`config.mk`:
```
export PLATFORM = sky130hd
export DESIGN_NAME = clk_out_pll_supervisor
export DESIGN_NICKNAME = d
export VERILOG_FILES = /design/src/shared/clk_sup_pkg.sv /design/src/shared/aux_clock_out_pin_if.sv /design/src/verilog/aux_clock_out_pin_gen.sv /design/src/verilog/clk_out_pll_supervisor.sv
export SDC_FILE = /design/constraint.sdc
export NUM_CORES = 1
export LEC_CHECK = 0
export BUFFER_PORTS_ARGS = -buffer_cell sky130_fd_sc_hd__clkbuf_2
export CAP_MARGIN = 20
export CORE_MARGIN = 2
export CORE_UTILIZATION = 56
export DETAILED_ROUTE_END_ITERATION = 6
export GPL_TIMING_DRIVEN = 0
export PLACE_DENSITY = 0.8
export SLEW_MARGIN = 20
export SYNTH_ARGS = -nofsm -noshare
export SYNTH_HDL_FRONTEND = slang
export SYNTH_HIERARCHICAL = 1
export SYNTH_SLANG_ARGS = --single-unit
export TNS_END_PERCENT = 20
```
`constraint.sdc`:
```
create_clock -name i_sys_clk -period 2.1 [get_ports i_sys_clk]
set_input_delay 0.105 -clock i_sys_clk [delete_from_list [all_inputs] [get_ports i_sys_clk]]
set_output_delay 0.105 -clock i_sys_clk [all_outputs]
set_load 0.02 [all_outputs]
```
`src/shared/clk_sup_pkg.sv`:
```
// Constants and types for the clock output and PLL supervisor block.
// Assumes a 16-bit register port and a system clock near 250 MHz.
package clk_sup_pkg;

   // Register port widths
   localparam int ADDR_W = 16;
   localparam int DATA_W = 16;

   // Register offsets
   localparam logic [15:0] OFS_PLL_RUN     = 16'hF003;
   localparam logic [15:0] OFS_AUX_CLOCK_OUT_PIN_CTRL = 16'hF005;
   localparam logic [15:0] OFS_SUP_CTRL    = 16'hF006;
   localparam logic [15:0] OFS_SUP_STAT    = 16'hF007;
   localparam logic [15:0] OFS_GEN1_DEN    = 16'hF020;

   // Reset values
   localparam logic [15:0] RST_PLL_RUN     = 16'h0000;
   localparam logic [15:0] RST_AUX_CLOCK_OUT_PIN_CTRL = 16'h0000;
   localparam logic [15:0] RST_SUP_CTRL    = 16'h0001;
   localparam logic [15:0] RST_GEN1_DEN    = 16'h0006;

   // Field positions and widths
   localparam int RUN_BIT       = 0;
   localparam int SUP_EN_BIT    = 0;
   localparam int DRIVE_BIT     = 0;
   localparam int RATE_LSB      = 1;
   localparam int RATE_W        = 2;
   localparam int AUX_CLOCK_OUT_PIN_CFG_W  = 3;
   localparam int DEN_W         = 9;
   localparam int STAT_LOCK_BIT = 0;
   localparam int STAT_UP_BIT   = 1;
   localparam int STAT_CNT_LSB  = 8;
   localparam int STAT_CNT_W    = 8;

   // Clock output divider: predivider output is the nominal system clock / ratio
   localparam int SYS_CLK_NOM_KHZ = 294912;
   localparam int PREDIV_OUT_KHZ  = 3072;
   localparam int PREDIV_RATIO    = SYS_CLK_NOM_KHZ / PREDIV_OUT_KHZ;
   localparam int HALF_BASE       = PREDIV_RATIO / 2;
   localparam int DIV_CNT_W       = 6;

   // Supervisor timing
   localparam int CLK_PERIOD_PS   = 4000;
   localparam int PLL_RST_NS      = 100;
   localparam int PLL_RST_CYC     = (PLL_RST_NS * 1000 + CLK_PERIOD_PS - 1) / CLK_PERIOD_PS;
   localparam int LOCK_TIMEOUT_US = 1000;
   localparam int LOCK_TIMEOUT_CYC = (LOCK_TIMEOUT_US * 1000000) / CLK_PERIOD_PS;
   localparam int REF_TIMEOUT_NS  = 2000;
   localparam int REF_TIMEOUT_CYC = (REF_TIMEOUT_NS * 1000) / CLK_PERIOD_PS;
   localparam int TMR_W           = 18;
   localparam int REF_CNT_W       = 10;

   typedef enum logic [1:0] {
      SUP_IDLE,
      SUP_RESET,
      SUP_WAIT_LOCK,
      SUP_LOCKED
   } sup_state_t;

endpackage

```
`src/shared/aux_clock_out_pin_if.sv`:
```
// Link between the register side and the clock output divider.
// Both ends run on the same system clock.
`timescale 1ns/1ps
`default_nettype none
interface aux_clock_out_pin_if;
   logic       run;
   logic       drive_on;
   logic [1:0] rate;
   logic       clk_level;

   modport ctrl (output run, output drive_on, output rate, input clk_level);
   modport gen  (input run, input drive_on, input rate, output clk_level);
endinterface
`default_nettype wire

```
`src/verilog/aux_clock_out_pin_gen.sv`:
```
// Clock output divider: predivider rate times one, two, four or eight.
// Assumes the rate only changes while the divider is held idle or at run start.
`timescale 1ns/1ps
`default_nettype none
module aux_clock_out_pin_gen
   import clk_sup_pkg::*;
(
   input  wire logic i_sys_clk,
   input  wire logic i_rst_n,
   aux_clock_out_pin_if.gen     io
);

   typedef struct packed {
      logic [DIV_CNT_W-1:0] cnt;
      logic                 level;
   } gen_state_t;

   gen_state_t st_q;
   gen_state_t st_d;
   logic [DIV_CNT_W-1:0] half;

   // Half period shrinks by a power of two per rate step; scales with the input clock
   assign half = DIV_CNT_W'(HALF_BASE) >> io.rate;

   // Divider held at zero and low while the PLL is not running or the pin is not driven;
   // nothing toggles behind a high-impedance pin
   always_comb begin
      st_d = st_q;
      if (!io.run || !io.drive_on) begin
         st_d.cnt   = '0;
         st_d.level = 1'b0;
      end else if (st_q.cnt == half - 6'h01) begin
         st_d.cnt   = '0;
         st_d.level = ~st_q.level;
      end else begin
         st_d.cnt = st_q.cnt + 6'h01;
      end
   end

   always_ff @(posedge i_sys_clk) begin
      if (!i_rst_n) begin
         st_q <= '0;
      end else begin
         st_q <= st_d;
      end
   end

   assign io.clk_level = st_q.level;

   // Helper: cycles since last toggle, valid once a full half period has passed
   logic [DIV_CNT_W-1:0] since_q;
   logic                 seen_q;
   always_ff @(posedge i_sys_clk) begin
      if (!i_rst_n || !io.run || !io.drive_on) begin
         since_q <= 6'h00;
         seen_q  <= 1'b0;
      end else if (st_q.level != st_d.level) begin
         since_q <= 6'h01;
         seen_q  <= 1'b1;
      end else begin
         since_q <= since_q + 6'h01;
      end
   end

   half_period_a: assert property (@(posedge i_sys_clk) disable iff (!i_rst_n)
      (io.run && $past(io.run) && $past(seen_q) && $changed(st_q.level)) |-> $past(since_q) == half)
      else $error("clock output half period wrong for rate");

   idle_low_a: assert property (@(posedge i_sys_clk) disable iff (!i_rst_n)
      !io.run |=> !st_q.level)
      else $error("clock output toggles while PLL stopped");

endmodule
`default_nettype wire

```
`src/verilog/clk_out_pll_supervisor.sv`:
```
// Clock output control, PLL supervisor and first clock generator denominator.
// Assumes a single-cycle register port; PLL lock and reference are asynchronous pins.
//
// Contract
// - Clock output settings are staged and loaded only on PLL run rising edge.
// - Rate field bits 2:1 select one, two, four or eight times predivider.
// - Predivider gives 3.072 MHz from a nominal 294.912 MHz system clock.
// - Output rates scale with the master clock, e.g. 2.8224 to 22.5792 MHz.
// - Drive bit 0 set drives the clock pin; clear leaves it high impedance.
// - Enabled supervisor resets PLL on instability and relocks with same settings.
// - Denominator is nine-bit unsigned in bits 8:0, reset 0x006, rest reserved.
// - With PLL run bit clear, PLL and dependent clock output stay idle.
`timescale 1ns/1ps
`default_nettype none
module clk_out_pll_supervisor
   import clk_sup_pkg::*;
#(
   parameter int LOCK_TIMEOUT = LOCK_TIMEOUT_CYC
)(
   input  wire logic              i_sys_clk,
   input  wire logic              i_rst_n,
   input  wire logic [ADDR_W-1:0] i_addr,
   input  wire logic [DATA_W-1:0] i_wdata,
   input  wire logic              i_wr,
   input  wire logic              i_rd,
   output logic      [DATA_W-1:0] o_rdata,
   input  wire logic              i_pll_lock,
   input  wire logic              i_ref_clk,
   output logic                   o_pll_run,
   output logic                   o_pll_reset,
   output logic      [DEN_W-1:0]  o_gen1_denominator,
   output logic                   o_aux_clock_out_pin,
   output logic                   o_aux_clock_out_pin_oe
);

   localparam int RST_LEN = PLL_RST_CYC;

   typedef struct packed {
      logic                    run;
      logic [AUX_CLOCK_OUT_PIN_CFG_W-1:0] cfg_staged;
      logic [AUX_CLOCK_OUT_PIN_CFG_W-1:0] cfg_active;
      logic                    sup_en;
      logic [DEN_W-1:0]        den;
      logic [DATA_W-1:0]       rdata;
      logic                    lock_s1;
      logic                    lock_s2;
      logic                    ref_s1;
      logic                    ref_s2;
      logic                    ref_s3;
      logic [REF_CNT_W-1:0]    ref_idle;
      sup_state_t              sup;
      logic [TMR_W-1:0]        tmr;
      logic [STAT_CNT_W-1:0]   restarts;
      logic                    pll_rst;
   } top_state_t;

   top_state_t st_q;
   top_state_t st_d;

   logic ref_lost;
   logic wr_run;
   logic wr_aux_clock_out_pin;
   logic wr_sup;
   logic wr_den;

   aux_clock_out_pin_if cio ();

   // Clock output divider on the active settings only
   aux_clock_out_pin_gen u_aux_clock_out_pin_gen (
      .i_sys_clk (i_sys_clk),
      .i_rst_n   (i_rst_n),
      .io        (cio.gen)
   );

   assign cio.run      = st_q.run;
   assign cio.drive_on = st_q.cfg_active[DRIVE_BIT];
   assign cio.rate     = st_q.cfg_active[RATE_LSB +: RATE_W];

   // Write decode
   always_comb begin
      wr_run    = 1'b0;
      wr_aux_clock_out_pin = 1'b0;
      wr_sup    = 1'b0;
      wr_den    = 1'b0;
      if (i_wr && i_addr == OFS_PLL_RUN) begin
         wr_run = 1'b1;
      end else if (i_wr && i_addr == OFS_AUX_CLOCK_OUT_PIN_CTRL) begin
         wr_aux_clock_out_pin = 1'b1;
      end else if (i_wr && i_addr == OFS_SUP_CTRL) begin
         wr_sup = 1'b1;
      end else if (i_wr && i_addr == OFS_GEN1_DEN) begin
         wr_den = 1'b1;
      end
   end

   // Reference considered gone once no edge seen for the full timeout
   assign ref_lost = (st_q.ref_idle == REF_CNT_W'(REF_TIMEOUT_CYC));

   // All next-state logic
   always_comb begin
      st_d = st_q;

      // Pin synchronisers; lock uses the second stage, reference edges compare second and third
      st_d.lock_s1 = i_pll_lock;
      st_d.lock_s2 = st_q.lock_s1;
      st_d.ref_s1  = i_ref_clk;
      st_d.ref_s2  = st_q.ref_s1;
      st_d.ref_s3  = st_q.ref_s2;

      // Reference activity watchdog, saturating
      if (st_q.ref_s2 != st_q.ref_s3) begin
         st_d.ref_idle = '0;
      end else if (!ref_lost) begin
         st_d.ref_idle = st_q.ref_idle + 10'h001;
      end

      // Register writes
      if (wr_run) begin
         st_d.run = i_wdata[RUN_BIT];
         // Staged settings go live only on the off-to-on edge
         if (i_wdata[RUN_BIT] && !st_q.run) begin
            st_d.cfg_active = st_q.cfg_staged;
         end
      end
      if (wr_aux_clock_out_pin) begin
         st_d.cfg_staged = i_wdata[AUX_CLOCK_OUT_PIN_CFG_W-1:0];
      end
      if (wr_sup) begin
         st_d.sup_en = i_wdata[SUP_EN_BIT];
      end
      if (wr_den) begin
         st_d.den = i_wdata[DEN_W-1:0];
      end

      // Read data, one cycle after the strobe; unmapped reads zero
      st_d.rdata = '0;
      if (i_rd && i_addr == OFS_PLL_RUN) begin
         st_d.rdata[RUN_BIT] = st_q.run;
      end else if (i_rd && i_addr == OFS_AUX_CLOCK_OUT_PIN_CTRL) begin
         st_d.rdata[AUX_CLOCK_OUT_PIN_CFG_W-1:0] = st_q.cfg_staged;
      end else if (i_rd && i_addr == OFS_SUP_CTRL) begin
         st_d.rdata[SUP_EN_BIT] = st_q.sup_en;
      end else if (i_rd && i_addr == OFS_SUP_STAT) begin
         st_d.rdata[STAT_LOCK_BIT] = st_q.lock_s2;
         st_d.rdata[STAT_UP_BIT]   = (st_q.sup == SUP_LOCKED);
         st_d.rdata[STAT_CNT_LSB +: STAT_CNT_W] = st_q.restarts;
      end else if (i_rd && i_addr == OFS_GEN1_DEN) begin
         st_d.rdata[DEN_W-1:0] = st_q.den;
      end

      // Supervisor; settings registers are never touched here, so relock reuses them
      st_d.pll_rst = 1'b0;
      case (st_q.sup)
         SUP_IDLE: begin
            st_d.tmr = '0;
            if (st_q.run) begin
               st_d.sup = SUP_WAIT_LOCK;
            end
         end
         SUP_WAIT_LOCK: begin
            st_d.tmr = st_q.tmr + 18'h00001;
            if (!st_q.run) begin
               st_d.sup = SUP_IDLE;
            end else if (st_q.lock_s2) begin
               st_d.sup = SUP_LOCKED;
            end else if (st_q.sup_en && st_q.tmr >= TMR_W'(LOCK_TIMEOUT - 1)) begin
               // Lock never came: retry from a fresh reset
               st_d.sup     = SUP_RESET;
               st_d.tmr     = '0;
               st_d.pll_rst = 1'b1;
            end
         end
         SUP_LOCKED: begin
            st_d.tmr = '0;
            if (!st_q.run) begin
               st_d.sup = SUP_IDLE;
            end else if (st_q.sup_en && (!st_q.lock_s2 || ref_lost)) begin
               st_d.sup     = SUP_RESET;
               st_d.pll_rst = 1'b1;
               if (st_q.restarts != 8'hFF) begin
                  st_d.restarts = st_q.restarts + 8'h01;
               end
            end
         end
         SUP_RESET: begin
            st_d.tmr = st_q.tmr + 18'h00001;
            if (!st_q.run) begin
               st_d.sup = SUP_IDLE;
            end else if (st_q.tmr >= TMR_W'(RST_LEN - 1)) begin
               st_d.sup = SUP_WAIT_LOCK;
               st_d.tmr = '0;
            end else begin
               st_d.pll_rst = 1'b1;
            end
         end
         default: begin
            st_d.sup = SUP_IDLE;
         end
      endcase
   end

   // State register with documented reset values
   always_ff @(posedge i_sys_clk) begin
      if (!i_rst_n) begin
         st_q            <= '0;
         st_q.run        <= RST_PLL_RUN[RUN_BIT];
         st_q.cfg_staged <= RST_AUX_CLOCK_OUT_PIN_CTRL[AUX_CLOCK_OUT_PIN_CFG_W-1:0];
         st_q.cfg_active <= RST_AUX_CLOCK_OUT_PIN_CTRL[AUX_CLOCK_OUT_PIN_CFG_W-1:0];
         st_q.sup_en     <= RST_SUP_CTRL[SUP_EN_BIT];
         st_q.den        <= RST_GEN1_DEN[DEN_W-1:0];
         st_q.sup        <= SUP_IDLE;
      end else begin
         st_q <= st_d;
      end
   end

   // Outputs; PLL held off while run bit clear
   assign o_rdata                = st_q.rdata;
   assign o_pll_run              = st_q.run;
   assign o_pll_reset            = st_q.pll_rst;
   assign o_gen1_denominator     = st_q.den;
   assign o_aux_clock_out_pin    = cio.clk_level;
   assign o_aux_clock_out_pin_oe = st_q.cfg_active[DRIVE_BIT];

   cfg_staged_a: assert property (@(posedge i_sys_clk) disable iff (!i_rst_n)
      $changed(st_q.cfg_active) |-> $rose(st_q.run))
      else $error("active clock output settings changed without run edge");

   cfg_load_a: assert property (@(posedge i_sys_clk) disable iff (!i_rst_n)
      $rose(st_q.run) |-> st_q.cfg_active == $past(st_q.cfg_staged))
      else $error("run edge did not load staged settings");

   pin_hiz_a: assert property (@(posedge i_sys_clk) disable iff (!i_rst_n)
      $rose(o_pll_run) |-> o_aux_clock_out_pin_oe == $past(st_q.cfg_staged[DRIVE_BIT]))
      else $error("clock pin enable does not follow drive bit");

   pin_idle_a: assert property (@(posedge i_sys_clk) disable iff (!i_rst_n)
      (!o_pll_run && $past(!o_pll_run)) |-> !o_aux_clock_out_pin)
      else $error("clock pin active while PLL stopped");

   lock_loss_a: assert property (@(posedge i_sys_clk) disable iff (!i_rst_n)
      (st_q.sup == SUP_LOCKED && st_q.run && st_q.sup_en && !st_q.lock_s2) |=> o_pll_reset ##1 o_pll_reset)
      else $error("lost lock did not reset PLL");

   rst_pulse_a: assert property (@(posedge i_sys_clk) disable iff (!i_rst_n)
      ($rose(o_pll_reset) && o_pll_run) |->
      ##[1:RST_LEN] ((!o_pll_reset && st_q.sup == SUP_WAIT_LOCK) || !o_pll_run))
      else $error("PLL reset pulse did not end in relock attempt");

   sup_off_a: assert property (@(posedge i_sys_clk) disable iff (!i_rst_n)
      (!st_q.sup_en && st_q.sup == SUP_LOCKED) |=> !o_pll_reset)
      else $error("disabled supervisor reset the PLL");

   den_read_a: assert property (@(posedge i_sys_clk) disable iff (!i_rst_n)
      (i_rd && i_addr == OFS_GEN1_DEN) |=>
      (o_rdata[DATA_W-1:DEN_W] == '0 && o_rdata[DEN_W-1:0] == o_gen1_denominator))
      else $error("denominator read wrong or reserved bits set");

endmodule
`default_nettype wire

```
Word-level counts from Yosys, hierarchy flattened
Index checks and enable logic that the tools add are counted.
Storage, ports and cells
  input bits: 38
  word-level logic and storage cells: 119
  register bits after elaboration: 84
  output and inout port bits: 29
Cells by class
  reductions and logical operators: 28
  equal/unequal tests: 16
  multiplexer cells: 42
  bitwise logic cells: 3
  magnitude comparators: 2
  add/sub/neg operators: 5
  shifts and indexed selects: 1
Operators by type and width (number)
  16-bit equality test (second input constant): 5
  20-bit case mux with 4 select lines: 1
  18-bit 2-to-1 mux: 3
  9-bit 2-to-1 mux: 5
  20-bit 2-to-1 mux: 2
  1-bit 2-to-1 mux: 21
  18-bit by 1-bit adder with 18-bit output (second input constant): 1
  18-bit greater-or-equal comparator (second input constant): 1
  18-bit by 5-bit greater-or-equal comparator with 1-bit output (second input constant): 1
  2-bit 2-to-1 mux: 8
  1-bit logical AND: 12
  10-bit by 1-bit adder with 10-bit output (second input constant): 1
  10-bit by 9-bit equality test with 1-bit output (second input constant): 1
  5-bit OR reduction: 2
  8-bit by 1-bit adder with 8-bit output (second input constant): 1
  8-bit inequality test (second input constant): 1
  4-bit AND reduction: 2
  6-bit by 1-bit adder with 6-bit output (second input constant): 1
  6-bit equality test: 1
  2-bit OR reduction: 3
  6-bit by 2-bit >> shifter with 6-bit output (first input constant): 1
  6-bit by 1-bit subtractor with 6-bit output (second input constant): 1
  2-bit equality test (second input constant): 2
  4-bit inequality test (second input constant): 1
  14 further kinds: 19

Logic depth before layout (Yosys ltp)
Gate-level depths: netlist of run 1.
  depth after elaboration: 11
  depth in mapped cells: 8
  mapped depth without buffers: 7

Hierarchy
Netlist of run 1, hierarchy kept.
By module, submodules not included
  clk_out_pll_supervisor: sequential area each 1541.5 µm², area an instance 3588.4 µm², instances 1, cells each 377
  aux_clock_out_pin_gen: sequential area each 140.1 µm², area an instance 384.1 µm², instances 1, cells each 40

Worst setup path after synthesis of run 1
Ideal clock, no wire load.
  path type: flip-flop to flip-flop
  start point: register st_q[9] (netlist bit)
  end point: register st_q[21] (netlist bit)
  data required time: 2037 ps
  library setup time: 63 ps
  buffers on the path: 2
  data arrival time: 1667 ps
  clock period less this slack: 1730 ps
  stages on the path, launching flop included: 9
  slack: 370 ps
  cells stage by stage: dfxtp_1 > ha_1 > nand3_1 > nor4b_1 > o21ai_2 > a41o_1 > buf_6 > buf_12 > nor2_4
On the way
  cells in the longest elaborated chain, start to end: 6
  elaborated cells on any way between the ends: 10
  classes of those cells: 1 x add/sub; 2 x order compare; 6 x mux; 1 x reduce/logical
Ends and longest elaborated chain
  from (decl): RTL line clk_out_pll_supervisor.sv:57  | top_state_t st_q;
  from (signal assigned): RTL line clk_out_pll_supervisor.sv:213  | st_q <= st_d;
  18-bit greater-or-equal comparator: RTL line clk_out_pll_supervisor.sv:166  | end else if (st_q.sup_en && st_q.tmr >= TMR_W'(LOCK_TIMEOUT - 1)) begin
  1-bit logical AND: RTL line clk_out_pll_supervisor.sv:166
  20-bit 2-to-1 mux: RTL line clk_out_pll_supervisor.sv:166
  18-bit 2-to-1 mux: RTL line clk_out_pll_supervisor.sv:164  | end else if (st_q.lock_s2) begin
  18-bit 2-to-1 mux: RTL line clk_out_pll_supervisor.sv:162  | if (!st_q.run) begin
  20-bit case mux with 4 select lines *: RTL line clk_out_pll_supervisor.sv:153  | case (st_q.sup)
Every way passes the cells marked *; elsewhere a longest branch is shown, timed or not. The select of a mux whose other input is x is not followed.
A chain may end at the register's enable or synchronous reset.

Final worst setup path of run 1
  start point: register st_q[1] (netlist bit)
  end point: register st_q[4] (netlist bit)
On the way
  cells in the longest elaborated chain, start to end: 2
  elaborated cells on any way between the ends: 3
  classes of those cells: 1 x add/sub; 1 x eq/ne; 1 x reduce/logical
Ends and longest elaborated chain
  branches (longest 2 deep; another with 8-bit by 1-bit adder with 8-bit output)
Parallel ways; which one is timed is not known.

==> summary.md, run 1 <==
The run finished with clean final reports. The final route contains 3106 vias. The final hold violation count is 0. Dividing the detail-routed wire length by the instance count gives 12.8 µm.

After synthesis the cells add up to 3970 µm². The number of vias per cell after detailed routing is 5.21. The tools report the tightest hold margin as 0.0170 ns. Quantity of I/O buffers inserted on ports: 59. In the final layout, flip-flops and latches occupy 1680 µm². Subtracting the final worst setup slack from the clock period gives 1.94 ns. The number of nets in the synthesized netlist is 461. The required time reported for the critical path endpoint came out at 2.36 ns. For the total die area, the log shows 7780 µm².

The detail route stage leaves a number of antenna-violating nets equal to 0. Summed over all nets, the half-perimeter wirelength after detailed placement is 5580 µm. Via count of the first global-routing pass: 2866. The final layout contains routed wiring with a total length of 7650 µm.

Of the post-synthesis cell area, the part taken by muxes is 5.20%. After synthesis, the cell types taking the most area are dfxtp_1, buf_4, mux2i_1. After synthesis, the share of flip-flops with an asynchronous set or reset is 0%.

After the first detailed-routing iteration, the DRC count stood at 117. For the clock latency of the later-clocked register in the worst-skew pair, the log shows 0.37 ns. The number of remaining DRC errors is 0, and the post-synthesis simple-gate area fraction is 29.8%. In this run the post-CTS setup repair buffer count came out at 0. The height of the die works out to 88.2 µm.

The run gives 0 ns as the total negative setup slack. Setup violations remaining at the end of the flow were counted as 0. The main flop type after synthesis is dfxtp_1. For this design the static power due to leakage is 1.82 nW.

Buffers inserted during clock tree synthesis total 9. Adder and majority cell fraction of the synthesized area: 1.89%. The final layout contains 539 nets. Counting distinct cell types in the post-synthesis netlist gives 55. The count of antenna diodes in the layout is 0, and the mean cell area of the mapped netlist is 9.53 µm².

In this run the worst hold path is classified as in -> reg. Combinational family with the most area after synthesis: simple AND/OR/NAND/NOR gates. The worst setup path is captured at a flip-flop. Initial antenna violation count: 0. Setup repair after global routing left no endpoint under its margin.

The tree is rooted in a clkbuf_8. After technology mapping, the gate count stands at 417. For the starting utilization of the core area, the log shows 58.2%. At the pin with the least slew margin, the transition time is 0.674 ns. The share of cells above drive strength 1 is 25.2%. The internal reg-to-reg setup slack is 0.16 ns, and the H-tree depth is 3. The run gives 2.93 mW as the total power after layout. Leading area contributor after synthesis: dfxtp_1. Setup slack closes at 0.155 ns. Timing analysis after detailed placement gives a worst setup slack of 0.165 ns. The multi-input combinational cells in the finished layout cover a total of 1990 µm².

The share of Yosys cell area claimed by the top area cell type is 42.3%, and the first-pass iteration count of the detailed router is 4. The share of the clock period used by the worst path is 92.6%. Clock skew on the completed layout was measured at 0.0139 ns. Synthesis inferred 84 register bits. The die outline width came out at 88.2 µm.

The logs give 2.21 ns for the critical path data arrival time and 16 for the pin count of the biggest net entering global routing. Relative to the synthesized area, the layout overhead comes to 17.7%. The deepest clock path buffer count was 2; the tightest slew margin relative to the limit was 54.4%.

For this design, the sink count on the clock tree is 84. In this run the count of I/O pins placed on the die edge is 67. The run gives 20.7% as the combined global-route utilization of all metal layers. Clock-pin slew was measured on the worst setup and hold paths at 0.08 ns. The Yosys step of the flow raised 6 warnings. Sequential elements use 42.3% of the synthesized area.

IR analysis of the VDD net gives a maximum drop of 0.000419 V. The kind of start point of the critical path was a flip-flop. After floorplanning, the core was divided into 30 placement rows. The complex-gate fraction of the synthesized area is 5.67%, and the number of filler instances in the final layout is 565.

The worst setup path is of the reg -> reg kind. Dividing total power by cell area gives a power density of 627 nW/µm². The floorplan step defined a core boundary enclosing 6830 µm².

Leading cell type by number of instances after synthesis: dfxtp_1. After global routing the overflow that remains totals 0. The final weighted congestion in routability-driven placement was 0.800. TritonCTS built the clock tree. The number of pins with negative max-slew slack in the final report is 0, and the first-pass GRT wire length is 12500 µm. The synthesized netlist devotes 7.50% of its cell area to XOR and XNOR gates. Sorting the synthesized cells by how often they occur yields dfxtp_1, nor2_1, buf_4, nand3_1, and2_1. Yosys mapped a number of flops with a built-in enable equal to 0. Along the worst path, the maximum fanout reaches 6. Cells fill 68.4% of the core in the end. The tool flagged a number of max-cap violations equal to 0.

Based on the critical path, the design can be clocked at up to 514 MHz.
## cells by family after synthesis
kind of cell	count (synthesis)
AND/OR/NAND/NOR	194
flip-flops	84
buffers and inverters	48
XOR/XNOR	34
AO/OA/AOI/OAI	31
multiplexers	20
adder cells (fa/ha/maj)	6
## per-layer routing
metal	part of all wire, %	up-vias	global-route usage (%)	routed length, µm
li1	-	1574	-	-
met1	46	1444	27.0	3540
met2	47	75	33.8	3600
met3	4.8	13	3.82	370
met4	1.8	0	8.68	140
met5	0	-	0	0
## worst paths after layout
kind / cells past startpoint / start / end
worst max-delay path: 6 / st_q[1] / st_q[4]
worst min-delay path: 3 / i_wdata[8] / o_gen1_denominator[8]
worst max register to register: 6 / st_q[1] / st_q[4]
worst min register to register: 1 / st_d[40] / st_d[39]
## worst max-delay path, cell delays in order, from the launching register on
cell and delay, ns:
dfxtp_1 0.39, ha_1 0.20, nand3_1 0.12, o311ai_1 0.63, nor3b_1 0.17, xor2_1 0.18
and2_1 0.16
## layout by cell type (no fill, tap or decap), types with 9 or more instances in the layout
cell | netlist | routed
inv_1 | 12 | 12
buf_4 | 26 | 26
clkbuf_2 | 0 | 59
nor2b_1 | 18 | 18
nor3_1 | 9 | 9
and2_1 | 23 | 23
nor2_1 | 29 | 29
nand3_1 | 26 | 26
nor4_1 | 11 | 11
mux2i_1 | 18 | 18
xnor2_1 | 14 | 14
and3_1 | 11 | 11
dfxtp_1 | 84 | 84
nand2_1 | 19 | 19
xor2_1 | 20 | 20
clkbuf_8 | 0 | 10
## per-stage QoR
step / area (µm²) / cells
2_1_floorplan: 3970 / 417
3_3_place_gp: 4390 / 572
3_5_place_dp: 4390 / 572
4_1_cts: 4670 / 596
5_1_grt: 4670 / 596
6_report: 4670 / 596
## power by group
group | internal (mW) | total (mW) | switching (mW)
clock network | 0.593 | 1.21 | 0.619
registers | 1.60 | 1.61 | 0.00626
logic | 0.0548 | 0.113 | 0.0583
total | 2.25 | 2.93 | 0.683
## cell type report
cell class,count,share of cell area (%)
clock inverter,6,1.47
clock buffer,10,2.94
sequential,84,36.0
multi-input combinational,285,42.6
tap,96,2.57
buffer,36,5.49
timing repair buffer,67,8.03
inverter,12,0.964
## sequential cells by signal, indices dropped and copies added, names as in the netlist, 2 cells and up
register	flops
o_gen1_denominator	9
cio.rate	2
o_rdata	16
u_aux_clock_out_pin_gen/st_q	6
st_q	44
st_d	3
## timing repair
action | in CTS | in global routing
hold buffers | 8 | 0
resized for setup | 0 | 0
endpoints found under the hold margin | 8 | 0
(Power assumes the default switching activity.)
==> run 2: changes to the inputs <==
--- a/config.mk
+++ b/config.mk
@@ -8,10 +8,10 @@
 export BUFFER_PORTS_ARGS = -buffer_cell sky130_fd_sc_hd__clkbuf_2
 export CAP_MARGIN = 20
 export CORE_MARGIN = 2
-export CORE_UTILIZATION = 56
+export CORE_UTILIZATION = 60
 export DETAILED_ROUTE_END_ITERATION = 6
 export GPL_TIMING_DRIVEN = 0
-export PLACE_DENSITY = 0.8
+export PLACE_DENSITY = 0.84
 export SLEW_MARGIN = 20
 export SYNTH_ARGS = -nofsm -noshare
 export SYNTH_HDL_FRONTEND = slang
==> constraint.sdc (replaced) <==
create_clock -name i_sys_clk -period 2.3 [get_ports i_sys_clk]
set_input_delay 0.115 -clock i_sys_clk [delete_from_list [all_inputs] [get_ports i_sys_clk]]
set_output_delay 0.115 -clock i_sys_clk [all_outputs]
set_load 0.02 [all_outputs]
==> summary.md, run 2 (synthesized netlist as in run 1, its figures left out) <==
The quantity of I/O buffers inserted on ports came out at 59. The run gives 0 as the initial antenna violation count. The share of the clock period used by the worst path is 85.4%. The master cell of the clock root buffer was clkbuf_8. Leaving out fill and tap cells, the most frequent cell in the layout is dfxtp_1. Using the TritonRoute via totals, the vias-per-cell ratio works out to 5.48. Buffers inserted during clock tree synthesis total 9. The worst-case IR drop observed on VDD is 0.000582 V. Entering global routing, the biggest net connects 15 pins. After the first detailed-routing iteration, the DRC count stood at 132. For the starting utilization of the core area, the log shows 62.2%.

The run gives 0 as the count of antenna diodes in the layout. The analysis attributes to net switching a power of 0.578 mW. Registers are responsible for 56.7% of the overall power. TritonCTS built the clock tree. The routed length per instance was 13.6 µm. The clock latency of the later-clocked register in the worst-skew pair was 0.36 ns. Setup repair after global routing left no endpoint under its margin. The clock skew after layout came out at 0.00903 ns. The run gives 0 as the number of pins with negative max-slew slack in the final report. In this run the count of I/O pins placed on the die edge is 67. Final hold violation count: 0.

For this run, design rule violations remaining after detail routing come to 0. The height of the die was 85.4 µm; the post-placement setup slack was 0.350 ns. The net count of the finished layout was 535.

The routed design has 7770 µm of wire. For the critical path data arrival time, the log shows 2.22 ns. For the finished layout, the period the worst path requires is 1.97 ns. The congestion estimate from routability-driven global placement came to 0.915.

The top cell types in the final layout, fill and taps aside, are dfxtp_1, clkbuf_2, nor2_1. The tightest min-delay check is of the in -> reg type. For the pin with the worst max-slew slack, the measured transition is 0.666 ns.

The logs give 5720 µm for the post-DP HPWL and 2 for the deepest clock path buffer count. The first global-routing pass estimated 13000 µm of wire. The critical path in this run is classified as reg -> reg.

The core outline area was 6390 µm²; the H-tree depth was 3. The run gives 0 as the total of cells resized after clock tree synthesis. The first-pass iteration count of the detailed router is 4, and the design internal power is 2.01 mW. Nature of the critical path endpoint: a flip-flop. Measured against its own limit, the worst slew margin works out to 54.9%. The count of nets left with antenna violations once routing finished came out at 0.

Setup slack on the worst reg-to-reg path comes out at 0.33 ns. Along the worst path, the maximum fanout reaches 7. The combined global-route utilization of all metal layers was 22.5%. The maximum operating frequency came out at 509 MHz. The floorplan step defined a die boundary enclosing 7290 µm². Clock tree synthesis found a total of 84 sinks. Per report_power, the clock group accounts for 39.4% of the total. The tools report the total via count in the routed design as 3141. The register with the most flip-flops in the layout has 44 of them. Setup violations remaining at the end of the flow were counted as 0. The total power divided by cell area came out at 563 nW/µm².

Across the run, the number of max-cap violations was 0. The initialized floorplan defines 29 standard-cell rows. The flow ran to the end, and the final reports show no timing, DRC or antenna violations. Once the clock tree was built, the setup fixing pass inserted 0 buffers. Kind of start point of the critical path: a flip-flop.

From left edge to right edge, the die measures 85.4 µm. The global-route congestion overflow total came out at 0. Setup total negative slack on the finished layout was measured at 0 ns. The required time reported for the critical path endpoint is 2.55 ns, and the combinational cell fraction of total power is 3.8%. The area overhead of the layout relative to synthesis works out to 15.7%. Switching fraction of total power: 22.4%.

The share of cells above drive strength 1 was 25.2%; the via count of the first global-routing pass was 2942. The worst setup slack after layout is 0.335 ns. The register ranked first by flip-flop count is st_q.

After clock tree synthesis, the clock-pin slew on the worst setup and hold paths is 0.08 ns. For this design the static power due to leakage is 1.80 nW.
## run 2: cell count changes in the layout (fill, tap and decap cells not counted), sizes merged
cell and delta:
dlygate4sd3 -4, clkinv +3, inv -3
## run 2: worst max-delay path, stage by stage, from the launching register on
cell,delay (ns)
dfxtp_1,0.39
inv_1,0.06
ha_1,0.19
and4bb_2,0.22
a31oi_1,0.49
nor4_1,0.18
xor2_1,0.17
and2_1,0.17
## run 2: layout make-up
cell class | instances | area, µm²
well taps | 77 | 96.3
plain buffers | 36 | 256
flip-flops and latches | 84 | 1680
inverters | 12 | 45.0
clock inverters | 6 | 65.1
multi-input cells | 285 | 1990
fillers | 476 | 1790
repair buffers | 63 | 335
clock buffers | 10 | 128
## run 2: worst paths after layout
check	start	to	depth (start not counted)
worst max-delay path	st_q[29]	st_q[7]	7
worst min-delay path	i_wdata[6]	o_gen1_denominator[6]	3
worst max register to register	st_q[29]	st_q[7]	7
worst min register to register	st_d[42]	st_q[42]	1
## run 2: timing repair
action                                  in CTS  in global routing
endpoints found under the setup margin       0                  0
hold buffers                                 4                  0
endpoints found under the hold margin        4                  0
## run 2: power groups by stage
stage | Combinational, mW | Clock [mW] | Sequential (mW)
finish | 0.0993 | 1.02 | 1.47
global route | 0.111 | 1.09 | 1.47
CTS | 0.0993 | 1.04 | 1.47
detailed placement | 0.0931 | 0 | 1.50
global placement | 0.0897 | 0 | 1.50
floorplan | 0.0491 | 0 | 1.50
## run 2: metal layers
metal  up-vias  track usage (%)  share of wire (%)
met5         -                0                  0
met4         0             9.38                2.4
met3        18             7.20                6.3
met2        97             37.2                 48
met1      1461             26.9                 43
li1       1565                -                  -
## run 2: per-stage QoR
stage,power [mW],utilization [%],hold WS (ns),std cells,area [µm²]
detailed placement,1.59,68.3,0.326,553,4360
floorplan,1.55,-,0.242,417,3970
finish,2.59,72.0,0.0221,573,4600
global route,2.67,72.0,0.0208,573,4600
CTS,2.61,72.0,0.0116,573,4600
global placement,1.59,68.3,0.331,553,4360
==> run 3: changes to the inputs <==
--- a/config.mk
+++ b/config.mk
@@ -12,6 +12,7 @@
 export DETAILED_ROUTE_END_ITERATION = 6
 export GPL_TIMING_DRIVEN = 0
 export PLACE_DENSITY = 0.84
+export RECOVER_POWER = 25
 export SLEW_MARGIN = 20
 export SYNTH_ARGS = -nofsm -noshare
 export SYNTH_HDL_FRONTEND = slang
==> summary.md, run 3 (synthesized netlist as in run 1, its figures left out) <==
The register with the most flip-flops in the layout has 44 of them. The global-route congestion overflow total came out at 0. The tightest min-delay check is of the in -> reg type. For the final weighted congestion in routability-driven placement, the log shows 0.915. TritonCTS built the clock tree. The run gives 0 as the initial antenna violation count. The deepest clock path buffer count is 2. The H-tree depth is 3, and the combined global-route utilization of all metal layers is 22.5%. The tools report the count of antenna diodes in the layout as 0. For the number of filler instances in the final layout, the log shows 494.

The number of maximum-capacitance violations was 0. The run gives 0.579 mW as the net switching power. The tools report the kind of start point of the critical path as a flip-flop. After clock tree synthesis, the clock-pin slew on the worst setup and hold paths is 0.08 ns.

The sum of routed wire length over all layers was 7770 µm. The part of the total power dissipated in sequential elements was 56.7%. The run gives 535 as the net count of the finished layout. The tightest slew margin relative to the limit came out at 55.7%. The classification of the worst setup path was reg -> reg. The tools report the total via count in the routed design as 3142. For the required time reported for the critical path endpoint, the log shows 2.56 ns.

The number of post-CTS setup repair buffers is 0, and the height of the die is 85.4 µm. The footprint of the flip-flops and latches is 1680 µm². The count of cells along the worst hold path was 3. Between clock sinks in the finished design, the worst skew comes to 0.00848 ns. The routed length per instance came out at 13.6 µm. Setup repair after global routing left no endpoint under its margin. Of the total power, the share spent switching nets is 22.4%.

Setup violations remaining at the end of the flow were counted as 0. Adding up every negative setup slack in the final design gives 0 ns. Number of placement rows: 29.

The first-pass iteration count of the detailed router was 4; the starting utilization of the core area was 62.2%. The final hold violation count came out at 0. For the worst flop-to-flop path, the logic depth is 7.

The via count of the first global-routing pass was 2942; the share of the clock period used by the worst path was 85.0%. The die outline width is 85.4 µm, and the combinational cell fraction of total power is 3.8%. Endpoint of the worst setup timing path: st_q[7].

The logs give 0.34 ns for the internal reg-to-reg setup slack and 1.72 nW for the leakage power. The finished layout holds 573 standard cells, fillers aside. Area taken by multi-input logic gates: 1990 µm².

The run finished with clean final reports. Number of vias per cell after detailed routing: 5.48. The number of pins with negative max-slew slack in the final report came out at 0.

Along the worst path, the maximum fanout reaches 7. For the worst setup path, the data arrival time is 2.21 ns. In this run, CTS created clock tree buffers numbering 9. Startpoint of the worst register-to-register path: st_q[29]. The number of DRC violations after detailed-routing iteration 0 was 130. The total die area is 7290 µm².

The source of the critical timing path is st_q[29]. The total power divided by cell area was 567 nW/µm²; the area overhead of the layout relative to synthesis was 15.0%. For the pin with the worst max-slew slack, the measured transition is 0.654 ns. The clock network burns 39.5% of the power. Counting flops per register, the top entry is st_q. In this run the clock root is driven by a clkbuf_8. The first global-routing pass estimated 13000 µm of wire. In the final layout, the share of cells above drive strength 1 is 20.4%.

VDD sags by at most 0.000582 V. The maximum operating frequency is 511 MHz. In this run the critical register-to-register path is captured at st_q[7].

Sink count of the clock tree: 84. The final period demand of the worst path is 1.96 ns, and the clock latency of the later-clocked register in the worst-skew pair is 0.36 ns. Buffers placed on the I/O ports in this run total 59. Commonest non-fill, non-tap cell in the layout: dfxtp_1. In this run the most critical hold path is launched from i_wdata[6]. Pin placement for this block handled 67 I/O pins.

In this run the remaining antenna-violating nets after routing total 0. The post-DP HPWL was 5720 µm. After detailed placement, the design holds a cell count of 553. The number of remaining DRC errors is 0. The nature of the critical path endpoint is a flip-flop. Core outline area: 6390 µm². For the pin count of the biggest net entering global routing, the log shows 15. The design internal power is 2.01 mW. In the layout the commonest cells are dfxtp_1, clkbuf_2, clkbuf_1.
-- run 3: cell counts in the layout (fill, tap and decap cells not counted) --
Identical to the previous run, type by type.
-- run 3: area by class of cell --
type / count / share of cell area, %
clock buffer: 10 / 2.79
buffer: 36 / 5.62
sequential: 84 / 36.8
inverter: 12 / 0.986
timing repair buffer: 63 / 6.68
multi-input combinational: 285 / 43.6
tap: 77 / 2.11
clock inverter: 6 / 1.42
-- run 3: worst min path at each step --
stage | to | slack [ns]
finish | o_gen1_denominator[6] | 0.02
global route | o_gen1_denominator[5] | 0.02
global placement | st_d[42] | 0.33
CTS | o_gen1_denominator[8] | 0.01
floorplan | st_d[40] | 0.24
detailed placement | st_d[42] | 0.33
-- run 3: what timing repair did --
action | 4_1_cts | 5_1_grt
endpoints found under the setup margin | 0 | 0
hold buffers | 4 | 0
hold endpoints to repair | 4 | 0
gates resized for setup | 0 | 0
-- run 3: power groups by stage --
stage,clock [mW],combinational [mW],sequential [mW]
after global placement,0,0.0897,1.50
after detailed placement,0,0.0931,1.50
after global routing,1.09,0.111,1.47
final,1.02,0.0988,1.47
after floorplan,0,0.0491,1.50
after CTS,1.04,0.0993,1.47
-- run 3: through the flow --
| stage | setup slack [ns] | total power, mW | hold slack, ns | utilization [%] | area, µm² |
|---|---|---|---|---|---|
| 2_1_floorplan | 0.570 | 1.55 | 0.242 | - | 3970 |
| 3_3_place_gp | 0.378 | 1.59 | 0.331 | 68.3 | 4360 |
| 3_5_place_dp | 0.350 | 1.59 | 0.326 | 68.3 | 4360 |
| 4_1_cts | 0.323 | 2.61 | 0.0116 | 72.0 | 4600 |
| 5_1_grt | 0.144 | 2.67 | 0.0208 | 71.5 | 4570 |
| 6_report | 0.345 | 2.59 | 0.0214 | 71.5 | 4570 |
-- run 3: metal layers --
| layer | part of all wire (%) | GRT usage (%) | vias to the layer above |
|---|---|---|---|
| met1 | 43 | 26.9 | 1456 |
| met2 | 48 | 37.2 | 102 |
| met4 | 2.4 | 9.38 | 0 |
| met3 | 6.5 | 7.20 | 20 |
| li1 | - | - | 1564 |
| met5 | 0 | 0 | - |
-- run 3: worst max-delay path, stage by stage, from the launching register on --
cell	delay, ns
dfxtp_1	0.39
inv_1	0.06
ha_1	0.19
and4bb_2	0.22
a31oi_1	0.48
nor4_1	0.18
xor2_1	0.17
and2_1	0.17
